File: config.mk
export PLATFORM = sky130hd
export DESIGN_NAME = asq_top
export DESIGN_NICKNAME = d
export VERILOG_FILES = /design/src/asq_fifo.v /design/src/asq_timer.v /design/src/asq_top.v
export VERILOG_INCLUDE_DIRS = /design/src
export SDC_FILE = /design/constraint.sdc
export NUM_CORES = 1
export LEC_CHECK = 0
export BUFFER_PORTS_ARGS = -buffer_cell sky130_fd_sc_hd__clkbuf_2
export CORE_ASPECT_RATIO = 0.7
export CORE_MARGIN = 4
export CORE_UTILIZATION = 45
export CTS_BUF_LIST = sky130_fd_sc_hd__clkbuf_4 sky130_fd_sc_hd__clkbuf_8 sky130_fd_sc_hd__clkbuf_16
export DETAILED_ROUTE_END_ITERATION = 8
export SYNTH_ARGS = -nofsm -noshare
export SYNTH_HDL_FRONTEND = slang
export SYNTH_SLANG_ARGS = --single-unit
File: constraint.sdc
create_clock -name clk -period 6.4 [get_ports clk]
set_clock_uncertainty 0.1 [all_clocks]
set_input_delay 0.96 -clock clk [delete_from_list [all_inputs] [get_ports clk]]
set_output_delay 0.96 -clock clk [all_outputs]
set_load 0.01 [all_outputs]
File: src/asq_consts.vh
// Purpose: shared constants of the converter sequencer
// Assumes: 16-bit register port, 125 MHz clock
// Notes:   definitions only
`ifndef ASQ_CONSTS_VH
`define ASQ_CONSTS_VH

// ----------------------------------------------------------------
// register addresses
// ----------------------------------------------------------------
`define ASQ_A_DIS        16'hebd2
`define ASQ_A_DIS_SET    16'hebd4
`define ASQ_A_DIS_CLR    16'hebd6
`define ASQ_A_CTRL       16'hffa0
`define ASQ_A_RESULT     16'hffa2
`define ASQ_A_INJ        16'hffa4
`define ASQ_A_PA_DIS     16'hffa6
`define ASQ_A_FLAGS      16'hffa8
`define ASQ_A_MISC       16'heb50
`define ASQ_A_ACC_EN     16'heb60

// ----------------------------------------------------------------
// field positions
// ----------------------------------------------------------------
`define ASQ_CH_HI        4
`define ASQ_CH_LO        0
`define ASQ_MODE_HI      6
`define ASQ_MODE_LO      5
`define ASQ_RUN          7
`define ASQ_BUSY         8
`define ASQ_WFR          9
`define ASQ_INJ_REQ      10
`define ASQ_PROTECT      11
`define ASQ_STC_HI       13
`define ASQ_STC_LO       12
`define ASQ_CTC_HI       15
`define ASQ_CTC_LO       14
`define ASQ_RES_CH_HI    14
`define ASQ_RES_CH_LO    10
`define ASQ_RES_HI       9
`define ASQ_RES_LO       0
`define ASQ_F_DONE       0
`define ASQ_F_OVR        1
`define ASQ_F_INJ        2
`define ASQ_MISC_MUX     0
`define ASQ_EN_MISC      0
`define ASQ_EN_DIS       1

// ----------------------------------------------------------------
// modes and reset values
// ----------------------------------------------------------------
`define ASQ_M_SINGLE     2'h0
`define ASQ_M_CONT       2'h1
`define ASQ_M_SCAN       2'h2
`define ASQ_M_SCAN_CONT  2'h3
`define ASQ_CTC_X2       2'h3
`define ASQ_CTC_X4       2'h2
`define ASQ_RST16        16'h0000
`define ASQ_CAL_RESULT   15'h0000

// ----------------------------------------------------------------
// timing
// ----------------------------------------------------------------
`define ASQ_CLK_MHZ      125
`define ASQ_CAL_CYCLES   16'd40629
`define ASQ_SAMP0_NS     940
`define ASQ_SAMP1_NS     1090
`define ASQ_SAMP2_NS     1560
`define ASQ_SAMP3_NS     3130
`define ASQ_COMP_NS      1880
`define ASQ_NS2CYC(t)    (((t) * `ASQ_CLK_MHZ + 999) / 1000)
`define ASQ_FIFO_DEPTH   16
`define ASQ_FIFO_AW      4

`endif

File: src/asq_fifo.v
// Purpose: result buffer between converter and result register
// Assumes: single clock, DEPTH a power of two equal to 2**AW
// Notes:   valid/ready on both sides
`timescale 1ns/1ps
module asq_fifo #(
  parameter WIDTH = 15,
  parameter DEPTH = 16,
  parameter AW    = 4
) (
  // clock and reset
  input  wire             clk,
  input  wire             srst,
  // fill side
  input  wire             in_valid,
  output wire             in_ready,
  input  wire [WIDTH-1:0] in_data,
  // drain side
  output wire             out_valid,
  input  wire             out_ready,
  output wire [WIDTH-1:0] out_data
);
  localparam [31:0] DEPTH_W = DEPTH;

  reg [WIDTH-1:0] mem [0:DEPTH-1];
  reg [AW-1:0]    wr_ptr;
  reg [AW-1:0]    rd_ptr;
  reg [AW:0]      count;
  wire            push;
  wire            pop;

  assign in_ready  = (count != DEPTH_W[AW:0]);
  assign out_valid = (count != {(AW+1){1'b0}});
  assign out_data  = mem[rd_ptr];
  assign push      = in_valid & in_ready;
  assign pop       = out_valid & out_ready;

  always @(posedge clk) begin
    if (push) begin
      mem[wr_ptr] <= in_data;
    end
  end

  always @(posedge clk) begin
    if (srst) begin
      wr_ptr <= {AW{1'b0}};
      rd_ptr <= {AW{1'b0}};
      count  <= {(AW+1){1'b0}};
    end else begin
      if (push) begin
        wr_ptr <= wr_ptr + {{(AW-1){1'b0}}, 1'b1};
      end
      if (pop) begin
        rd_ptr <= rd_ptr + {{(AW-1){1'b0}}, 1'b1};
      end
      if (push & ~pop) begin
        count <= count + {{AW{1'b0}}, 1'b1};
      end else if (pop & ~push) begin
        count <= count - {{AW{1'b0}}, 1'b1};
      end
    end
  end
endmodule // asq_fifo

File: src/asq_timer.v
// Purpose: sample and comparison phase timing of one conversion
// Assumes: 125 MHz clock
// Notes:   done is a one-cycle pulse
`timescale 1ns/1ps
`include "asq_consts.vh"
module asq_timer (
  // clock and reset
  input  wire       clk,
  input  wire       srst,
  // control
  input  wire       start,
  input  wire [1:0] stc,
  input  wire [1:0] ctc,
  // phases
  output reg        sampling,
  output reg        comparing,
  output reg        done
);
  localparam [31:0] S0 = `ASQ_NS2CYC(`ASQ_SAMP0_NS);
  localparam [31:0] S1 = `ASQ_NS2CYC(`ASQ_SAMP1_NS);
  localparam [31:0] S2 = `ASQ_NS2CYC(`ASQ_SAMP2_NS);
  localparam [31:0] S3 = `ASQ_NS2CYC(`ASQ_SAMP3_NS);
  localparam [31:0] C0 = `ASQ_NS2CYC(`ASQ_COMP_NS);

  reg  [11:0] cnt;
  reg  [11:0] samp_base;
  wire [1:0]  shift;
  wire [11:0] samp_len;
  wire [11:0] comp_len;

  always @* begin
    case (stc)
      2'h0:    samp_base = S0[11:0];
      2'h1:    samp_base = S1[11:0];
      2'h2:    samp_base = S2[11:0];
      default: samp_base = S3[11:0];
    endcase
  end

  assign shift    = (ctc == `ASQ_CTC_X2) ? 2'h1 : (ctc == `ASQ_CTC_X4) ? 2'h2 : 2'h0;
  assign samp_len = samp_base << shift;
  assign comp_len = C0[11:0] << shift;

  always @(posedge clk) begin
    if (srst) begin
      sampling  <= 1'b0;
      comparing <= 1'b0;
      done      <= 1'b0;
      cnt       <= 12'h000;
    end else begin
      done <= 1'b0;
      if (start) begin
        sampling <= 1'b1;
        cnt      <= samp_len - 12'h001;
      end else if (cnt != 12'h000) begin
        cnt <= cnt - 12'h001;
      end else if (sampling) begin
        sampling  <= 1'b0;
        comparing <= 1'b1;
        cnt       <= comp_len - 12'h001;
      end else if (comparing) begin
        comparing <= 1'b0;
        done      <= 1'b1;
      end
    end
  end
endmodule // asq_timer

File: src/asq_top.v
// Purpose: sequencer, result handling and line disable registers of the converter
// Assumes: register port on the CPU clock; analog code input settles before done
// Notes:   analog code and injection trigger are synchronised
`timescale 1ns/1ps
`include "asq_consts.vh"
// Function
// - disable bit 0 enables a second-port line's digital buffer, 1 disables it
// - writing ones to the set register sets those disable bits only
// - writing ones to the clear register clears those disable bits only
// - signalling mode raises overrun when a result completes over an unread one
// - protection mode holds the next conversion until the result is read
// - single mode converts the selected channel once into the result register
// - continuous mode converts the selected channel over and over
// - scan single converts each selected channel once, each result stored
// - scan continuous sweeps the selected channels repeatedly
// - wait-for-read buffers a new result and pauses until the read
// - injection converts one channel between continuous ones into its own field
// - channels 0-15 from the first port, 16-31 from the second
// - mux select disables first-port channels and routes from the second port
// - misc and second-port disable registers reachable only after their access enables
// - self-calibration runs after every reset
// - sample-time code picks one of four increasing sample times
// - conversion-time code scales sampling and comparison: 00 x1, 11 x2, 10 x4
// - first-port lines need no setup; own disable register guards them
// - busy stays set during calibration; no conversion starts before its end
// - calibration end leaves done and overrun flags set
module asq_top #(
  parameter [15:0] CAL_CYCLES = `ASQ_CAL_CYCLES
) (
  // clock and reset
  input  wire        clk,
  input  wire        srst,
  // register port
  input  wire [15:0] bus_addr,
  input  wire [15:0] bus_wdata,
  input  wire        bus_wr,
  input  wire        bus_rd,
  output reg  [15:0] bus_rdata,
  // analog front end
  input  wire [9:0]  ana_code,
  output reg  [3:0]  ana_line,
  output wire        ana_from_port_b,
  output wire        ana_port_a_en,
  output wire        ana_sample,
  output wire        ana_compare,
  // injection trigger pin
  input  wire        inj_trig,
  // digital input buffer enables
  output wire [15:0] port_a_dig_en,
  output wire [15:0] port_b_dig_en,
  // status
  output wire        busy
);
  localparam [3:0] ST_CAL   = 4'h1;
  localparam [3:0] ST_IDLE  = 4'h2;
  localparam [3:0] ST_CONV  = 4'h4;
  localparam [3:0] ST_WRITE = 4'h8;
  localparam [15:0] CAL_LAST = CAL_CYCLES - 16'd1;

  reg  [3:0]  state;
  reg  [15:0] cal_cnt;
  reg  [15:0] dis_b;
  reg  [15:0] dis_a;
  reg  [4:0]  ctl_ch;
  reg  [1:0]  ctl_mode;
  reg         ctl_run;
  reg         ctl_wfr;
  reg         ctl_protect;
  reg  [1:0]  ctl_stc;
  reg  [1:0]  ctl_ctc;
  reg         mux_sel;
  reg  [1:0]  acc_en;
  reg  [14:0] result;
  reg         unread;
  reg  [9:0]  inj_res;
  reg  [4:0]  inj_ch;
  reg         flag_done;
  reg         flag_ovr;
  reg         flag_inj;
  reg         inj_pend;
  reg         sweep_on;
  reg  [4:0]  chan_cur;
  reg         is_inj;
  reg         line_b;
  reg  [9:0]  conv_code;
  reg  [9:0]  code_s1;
  reg  [9:0]  code_s2;
  reg         trig_s1;
  reg         trig_s2;
  reg         trig_s3;
  reg  [15:0] next_rdata;

  wire        tmr_start;
  wire        tmr_done;
  wire        fifo_in_ready;
  wire        fifo_out_valid;
  wire        fifo_pull;
  wire [14:0] fifo_out_data;
  wire        fifo_push;
  wire        continuous;
  wire        start_ok;
  wire        in_idle;
  wire        rd_result;
  wire        wr_ctrl;
  wire        wr_flags;
  wire        ovr_event;
  wire        inj_set;
  wire        en_misc;
  wire        en_dis;
  wire [4:0]  conv_ch;
  wire        route_b;

  function hit;
    input [15:0] addr;
    input [15:0] target;
    begin
      hit = (addr == target);
    end
  endfunction

  // ----------------------------------------------------------------
  // input synchronisers
  // ----------------------------------------------------------------
  always @(posedge clk) begin
    code_s1 <= ana_code;
    code_s2 <= code_s1;
    trig_s1 <= inj_trig;
    trig_s2 <= trig_s1;
    trig_s3 <= trig_s2;
  end

  // ----------------------------------------------------------------
  // decode and sequencing terms
  // ----------------------------------------------------------------
  assign en_misc    = acc_en[`ASQ_EN_MISC];
  assign en_dis     = acc_en[`ASQ_EN_DIS];
  assign rd_result  = bus_rd & hit(bus_addr, `ASQ_A_RESULT);
  assign wr_ctrl    = bus_wr & hit(bus_addr, `ASQ_A_CTRL);
  assign wr_flags   = bus_wr & hit(bus_addr, `ASQ_A_FLAGS);
  assign continuous = (ctl_mode == `ASQ_M_CONT) | (ctl_mode == `ASQ_M_SCAN_CONT);
  assign in_idle    = (state == ST_IDLE);
  assign busy       = ~in_idle;
  assign start_ok   = ctl_protect ? (~fifo_out_valid & ~unread) :
                      ctl_wfr     ? ~fifo_out_valid : 1'b1;
  assign tmr_start  = in_idle & ctl_run & sweep_on & start_ok;
  assign conv_ch    = (inj_pend & continuous) ? inj_ch : chan_cur;
  assign fifo_push  = (state == ST_WRITE) & ~is_inj;
  assign fifo_pull  = fifo_out_valid & (~unread | (~ctl_wfr & ~ctl_protect));
  assign ovr_event  = fifo_pull & unread & ~rd_result;
  assign inj_set    = (trig_s2 & ~trig_s3) | (wr_ctrl & bus_wdata[`ASQ_INJ_REQ]);

  // ----------------------------------------------------------------
  // analog routing and digital enables
  // ----------------------------------------------------------------
  assign route_b         = mux_sel | line_b;
  assign ana_from_port_b = route_b;
  assign ana_port_a_en   = ~mux_sel;
  assign port_b_dig_en   = ~dis_b;
  assign port_a_dig_en   = ~dis_a;

  // ----------------------------------------------------------------
  // conversion timing and result buffer
  // ----------------------------------------------------------------
  asq_timer u_timer (
    .clk       (clk),
    .srst      (srst),
    .start     (tmr_start),
    .stc       (ctl_stc),
    .ctc       (ctl_ctc),
    .sampling  (ana_sample),
    .comparing (ana_compare),
    .done      (tmr_done)
  );

  asq_fifo #(
    .WIDTH (15),
    .DEPTH (`ASQ_FIFO_DEPTH),
    .AW    (`ASQ_FIFO_AW)
  ) u_fifo (
    .clk       (clk),
    .srst      (srst),
    .in_valid  (fifo_push),
    .in_ready  (fifo_in_ready),
    .in_data   ({chan_cur, conv_code}),
    .out_valid (fifo_out_valid),
    .out_ready (fifo_pull),
    .out_data  (fifo_out_data)
  );

  // ----------------------------------------------------------------
  // sequencer
  // ----------------------------------------------------------------
  always @(posedge clk) begin
    if (srst) begin
      state     <= ST_CAL;
      cal_cnt   <= `ASQ_RST16;
      sweep_on  <= 1'b0;
      chan_cur  <= 5'h00;
      is_inj    <= 1'b0;
      line_b    <= 1'b0;
      conv_code <= 10'h000;
      ana_line  <= 4'h0;
      inj_pend  <= 1'b0;
    end else begin
      inj_pend <= inj_set | (inj_pend & ~(tmr_start & continuous));
      case (state)
        ST_CAL: begin
          cal_cnt <= cal_cnt + 16'd1;
          if (cal_cnt == CAL_LAST) begin
            state <= ST_IDLE;
          end
        end
        ST_IDLE: begin
          if (ctl_run & ~sweep_on) begin
            sweep_on <= 1'b1;
            chan_cur <= ctl_ch;
          end else if (tmr_start) begin
            is_inj   <= inj_pend & continuous;
            ana_line <= conv_ch[3:0];
            line_b   <= conv_ch[4];
            state    <= ST_CONV;
          end else if (~ctl_run) begin
            sweep_on <= 1'b0;
          end
        end
        ST_CONV: begin
          if (tmr_done) begin
            conv_code <= code_s2;
            state     <= ST_WRITE;
          end
        end
        ST_WRITE: begin
          if (is_inj) begin
            state <= ST_IDLE;
          end else if (fifo_in_ready) begin
            state <= ST_IDLE;
            case (ctl_mode)
              `ASQ_M_SINGLE: sweep_on <= 1'b0;
              `ASQ_M_CONT: sweep_on <= 1'b1;
              default: begin
                if (chan_cur == 5'h00) begin
                  sweep_on <= 1'b0;
                end else begin
                  chan_cur <= chan_cur - 5'h01;
                end
              end
            endcase
          end
        end
        default: state <= ST_CAL;
      endcase
    end
  end

  // ----------------------------------------------------------------
  // registers written by software
  // ----------------------------------------------------------------
  always @(posedge clk) begin
    if (srst) begin
      dis_b       <= `ASQ_RST16;
      dis_a       <= `ASQ_RST16;
      ctl_ch      <= 5'h00;
      ctl_mode    <= `ASQ_M_SINGLE;
      ctl_run     <= 1'b0;
      ctl_wfr     <= 1'b0;
      ctl_protect <= 1'b0;
      ctl_stc     <= 2'h0;
      ctl_ctc     <= 2'h0;
      mux_sel     <= 1'b0;
      acc_en      <= 2'h0;
      inj_ch      <= 5'h00;
    end else begin
      if ((state == ST_WRITE) & ~is_inj & fifo_in_ready & (chan_cur == 5'h00)
          & (ctl_mode == `ASQ_M_SCAN)) begin
        ctl_run <= 1'b0;
      end
      if ((state == ST_WRITE) & ~is_inj & fifo_in_ready & (ctl_mode == `ASQ_M_SINGLE)) begin
        ctl_run <= 1'b0;
      end
      if (wr_ctrl) begin
        ctl_ch      <= bus_wdata[`ASQ_CH_HI:`ASQ_CH_LO];
        ctl_mode    <= bus_wdata[`ASQ_MODE_HI:`ASQ_MODE_LO];
        ctl_run     <= bus_wdata[`ASQ_RUN];
        ctl_wfr     <= bus_wdata[`ASQ_WFR];
        ctl_protect <= bus_wdata[`ASQ_PROTECT];
        ctl_stc     <= bus_wdata[`ASQ_STC_HI:`ASQ_STC_LO];
        ctl_ctc     <= bus_wdata[`ASQ_CTC_HI:`ASQ_CTC_LO];
      end
      if (bus_wr & hit(bus_addr, `ASQ_A_INJ)) begin
        inj_ch <= bus_wdata[`ASQ_RES_CH_HI:`ASQ_RES_CH_LO];
      end
      if (bus_wr & hit(bus_addr, `ASQ_A_PA_DIS)) begin
        dis_a <= bus_wdata;
      end
      if (bus_wr & hit(bus_addr, `ASQ_A_ACC_EN)) begin
        acc_en <= {bus_wdata[`ASQ_EN_DIS], bus_wdata[`ASQ_EN_MISC]};
      end
      if (bus_wr & en_misc & hit(bus_addr, `ASQ_A_MISC)) begin
        mux_sel <= bus_wdata[`ASQ_MISC_MUX];
      end
      if (bus_wr & en_dis & hit(bus_addr, `ASQ_A_DIS)) begin
        dis_b <= bus_wdata;
      end else if (bus_wr & en_dis & hit(bus_addr, `ASQ_A_DIS_SET)) begin
        dis_b <= dis_b | bus_wdata;
      end else if (bus_wr & en_dis & hit(bus_addr, `ASQ_A_DIS_CLR)) begin
        dis_b <= dis_b & ~bus_wdata;
      end
    end
  end

  // ----------------------------------------------------------------
  // results and flags
  // ----------------------------------------------------------------
  always @(posedge clk) begin
    if (srst) begin
      result    <= `ASQ_CAL_RESULT;
      unread    <= 1'b0;
      inj_res   <= 10'h000;
      flag_done <= 1'b0;
      flag_ovr  <= 1'b0;
      flag_inj  <= 1'b0;
    end else begin
      if (wr_flags) begin
        flag_done <= flag_done & ~bus_wdata[`ASQ_F_DONE];
        flag_ovr  <= flag_ovr & ~bus_wdata[`ASQ_F_OVR];
        flag_inj  <= flag_inj & ~bus_wdata[`ASQ_F_INJ];
      end
      if (rd_result) begin
        unread <= 1'b0;
      end
      if ((state == ST_CAL) & (cal_cnt == CAL_LAST)) begin
        result    <= `ASQ_CAL_RESULT;
        unread    <= 1'b1;
        flag_done <= 1'b1;
        flag_ovr  <= 1'b1;
      end
      if (fifo_pull) begin
        result    <= fifo_out_data;
        unread    <= 1'b1;
        flag_done <= 1'b1;
      end
      if (ovr_event) begin
        flag_ovr <= 1'b1;
      end
      if ((state == ST_WRITE) & is_inj) begin
        inj_res  <= conv_code;
        flag_inj <= 1'b1;
      end
    end
  end

  // ----------------------------------------------------------------
  // read port
  // ----------------------------------------------------------------
  always @* begin
    next_rdata = `ASQ_RST16;
    if (hit(bus_addr, `ASQ_A_CTRL)) begin
      next_rdata = {ctl_ctc, ctl_stc, ctl_protect, inj_pend, ctl_wfr, busy,
                    ctl_run, ctl_mode, ctl_ch};
    end else if (hit(bus_addr, `ASQ_A_RESULT)) begin
      next_rdata = {1'b0, result};
    end else if (hit(bus_addr, `ASQ_A_INJ)) begin
      next_rdata = {1'b0, inj_ch, inj_res};
    end else if (hit(bus_addr, `ASQ_A_PA_DIS)) begin
      next_rdata = dis_a;
    end else if (hit(bus_addr, `ASQ_A_FLAGS)) begin
      next_rdata = {13'h0000, flag_inj, flag_ovr, flag_done};
    end else if (hit(bus_addr, `ASQ_A_ACC_EN)) begin
      next_rdata = {14'h0000, acc_en};
    end else if (hit(bus_addr, `ASQ_A_MISC) & en_misc) begin
      next_rdata = {15'h0000, mux_sel};
    end else if (hit(bus_addr, `ASQ_A_DIS) & en_dis) begin
      next_rdata = dis_b;
    end
  end

  always @(posedge clk) begin
    if (srst) begin
      bus_rdata <= `ASQ_RST16;
    end else if (bus_rd) begin
      bus_rdata <= next_rdata;
    end
  end
endmodule // asq_top

==> flow_summary.json <==
{
  "top_usage_layer": "met1",
  "hold_path_depth": 0,
  "post_cts_resized": 0,
  "wl_per_cell_um": 22.50,
  "clkSlewWorstSetupHoldPaths_ns": 0.07,
  "multiInputGateArea_sq_mm": 0.006281,
  "grt_pass1_vias": 11560,
  "rsz0062_at_grt": "no",
  "synthCells": 1430,
  "use_met3_pct": 5.231,
  "path_max_fanout": 15,
  "worstSetupEndpointType": "flip-flop",
  "drv_slew": 0,
  "crit_path_start_kind": "flip-flop",
  "grt_overflow_total": 0,
  "initial_core_util_pct": 46.16,
  "final_common_cell": "edfxtp_1",
  "grt_use_met2_pct": 30.10,
  "tns_ns": 0,
  "cts_tree": "yes",
  "slew_headroom_pct": 24.41,
  "grt_start_max_net_pins": 99,
  "finalCriticalPeriod_ns": 3.700,
  "drv_cap": 0,
  "hold_buffers": 0,
  "max_freq_mhz": 270.3,
  "async_reset_ff_share_pct": 0,
  "synthFlopType": "edfxtp_1",
  "avgSynthCellArea_sq_um": 12.55,
  "hold_class": "flip-flop to flip-flop",
  "drcViolationCount": 0,
  "cp-startpoint": "state[3]$_SDFFE_PP0P_",
  "irDropWorstVdd_mv": 0.2140,
  "worst_pin_slew_ns": 1.134,
  "vias": 12110,
  "num_antenna_cells": 0,
  "core_sq_mm": 0.03889,
  "drtIter0Drc": 1489,
  "cts.path.max_buffers": 3,
  "track_usage_pct": 21.36,
  "mostFrequentLayoutCells": "edfxtp_1 (240), dfxtp_1 (195), nand2_1 (155)",
  "synth_edf_count": 240,
  "fin_crit_sh_pct": 57.81,
  "grtUsageMet1_pct": 33.71,
  "postCtsSetupRepairBufs": 0,
  "rrSetupSlack_ns": 2.70,
  "ys_warn_count": 0,
  "clock_sinks": 437,
  "cts_inserted_buffers": 42,
  "ctsHtreeMaxLevel": 2,
  "antenna_found_initial": 0,
  "synth_area_sq_mm": 0.01795,
  "root_buffer": "clkbuf_16",
  "io_buffers": 103,
  "place_inst": 2007,
  "critPathKind": "flip-flop to flip-flop",
  "dp_hpwl_um": 30580,
  "hold_viol_final": 0,
  "clk_latency_ns": 0.55,
  "dr.pass1.iters": 5,
  "min_to": "code_s2[8]$_DFF_P_",
  "via_per_inst": 5.812,
  "fill_cells": 3366,
  "die_area_sq_mm": 0.04320,
  "wirelength_um": 46870,
  "die_w_um": 246.7,
  "critical_path_arrival_ns": 4.07,
  "rr_worst_depth": 10,
  "ys_seq_area_share_pct": 62.12,
  "instances_no_fill": 2083,
  "crit-reg2reg-launch": "state[3]$_SDFFE_PP0P_",
  "setup_violations": 0,
  "synth_cell_types": 82,
  "syn_nets": 1496,
  "gp_congestion": 0.8911,
  "yosys_register_bits": 437,
  "fp-row-count": 60,
  "p_per_area_mw_per_mm2": 337.2,
  "syn2layout_area_growth_pct": 13.69,
  "nNetsFinal": 1590,
  "status": "finished clean",
  "die_h_um": 175.1,
  "drive_above_1_share_pct": 20.18,
  "final_antenna_net_count": 0,
  "grt_pass1_wl_um": 71020,
  "io_pins": 104,
  "hold_start": "code_s1[8]$_DFF_P_",
  "seq_area_sq_mm": 0.01116,
  "leakage_nw": 6.884,
  "regToRegEndpoint": "u_fifo.count[4]$_SDFFE_PP0P_",
  "crit_required_ns": 6.77
}
synthesized netlist by cell type (11+ instances only):
| master | instances | share of area [%] |
|---|---|---|
| mux4_2 | 75 | 9.4 |
| mux2i_1 | 16 | 0.89 |
| nor3_1 | 17 | 0.47 |
| inv_1 | 55 | 1.2 |
| o21ai_0 | 41 | 1.1 |
| dfxtp_1 | 197 | 22 |
| a222oi_1 | 11 | 0.61 |
| a21oi_1 | 113 | 3.2 |
| nand2_1 | 155 | 3.2 |
| a211oi_1 | 17 | 0.71 |
| buf_2 | 23 | 0.64 |
| nor2_1 | 138 | 2.9 |
| xor2_1 | 13 | 0.63 |
| nor2b_1 | 12 | 0.42 |
| a22oi_1 | 20 | 0.84 |
| a221oi_1 | 12 | 0.59 |
| nand4_1 | 13 | 0.45 |
| clkbuf_1 | 55 | 1.2 |
| ha_1 | 18 | 1.3 |
| edfxtp_1 | 240 | 40 |
| xnor2_1 | 12 | 0.59 |
| nand3_1 | 23 | 0.64 |
| nand2b_1 | 16 | 0.56 |
metrics by stage:
| step | setup WS, ns | util (%) | hold WS (ns) | power (mW) | area (sq um) |
|---|---|---|---|---|---|
| after floorplan | 3.131 | - | 0.2096 | 4.155 | 17950 |
| after CTS | 2.719 | 52.48 | 0.2274 | 6.929 | 20410 |
| final | 2.700 | 52.48 | 0.2271 | 6.882 | 20410 |
| after detailed placement | 2.729 | 49.00 | 0.2121 | 4.489 | 19050 |
| after global placement | 2.893 | 49.00 | 0.2122 | 4.469 | 19050 |
| after global routing | 2.371 | 52.48 | 0.2393 | 7.183 | 20410 |
kinds of logic after synthesis:
family	share of synthesized area, %
fa+ha+maj	1.366
simple gates	11.84
buf+inv	3.109
compound gates	9.842
xor+xnor	1.220
flops	62.12
mux	10.50
report_power, final:
part	switching, mW	internal (mW)
sequential	0.163	3.05
combinational	0.627	0.595
clock	1.07	1.37
total	1.86	5.02
worst max-delay path, stage by stage, from the launching register on:
cell and delay (ns):
dfxtp_1 0.50, or4b_1 0.74, a211oi_4 0.54, ha_1 0.28, inv_1 0.11, fa_1 0.42, a21o_1 0.19, a21oi_1 0.20
xnor2_1 0.10, or3_1 0.30, a21oi_1 0.14
metal layers:
layer  up-vias  part of all wire, %
li1       5496                    -
met1      6016                   47
met2       542                   42
met3        52                  9.8
met4         0                  1.4
met5         -                    0
how the worst max path moves through the flow:
stage,end,slack (ns),depth (start not counted)
detailed placement,u_fifo.count[4]$_SDFFE_PP0P_,2.73,10
global placement,u_fifo.count[4]$_SDFFE_PP0P_,2.89,10
floorplan,u_fifo.mem[3][0]$_DFFE_PP_,3.13,6
CTS,u_fifo.count[4]$_SDFFE_PP0P_,2.72,10
finish,u_fifo.count[4]$_SDFFE_PP0P_,2.70,10
global route,u_fifo.count[4]$_SDFFE_PP0P_,2.37,10
state kept, by name, indices dropped and copies added, names as in the netlist, 12 cells and up, named ones only:
name and cells:
result 15, bus_rdata 16, cal_cnt 16, u_fifo.mem 240, dis_a 16, u_timer.cnt 12
layout make-up:
type                       count  share of cell area (%)
clock inverter                20                  0.7296
tap                          527                   3.231
multi-input combinational    853                   30.78
timing repair buffer         133                   3.642
clock buffer                  56                   5.904
inverter                      57                   1.048
sequential                   437                   54.67
No activity file was read; power rests on OpenSTA's default activity.
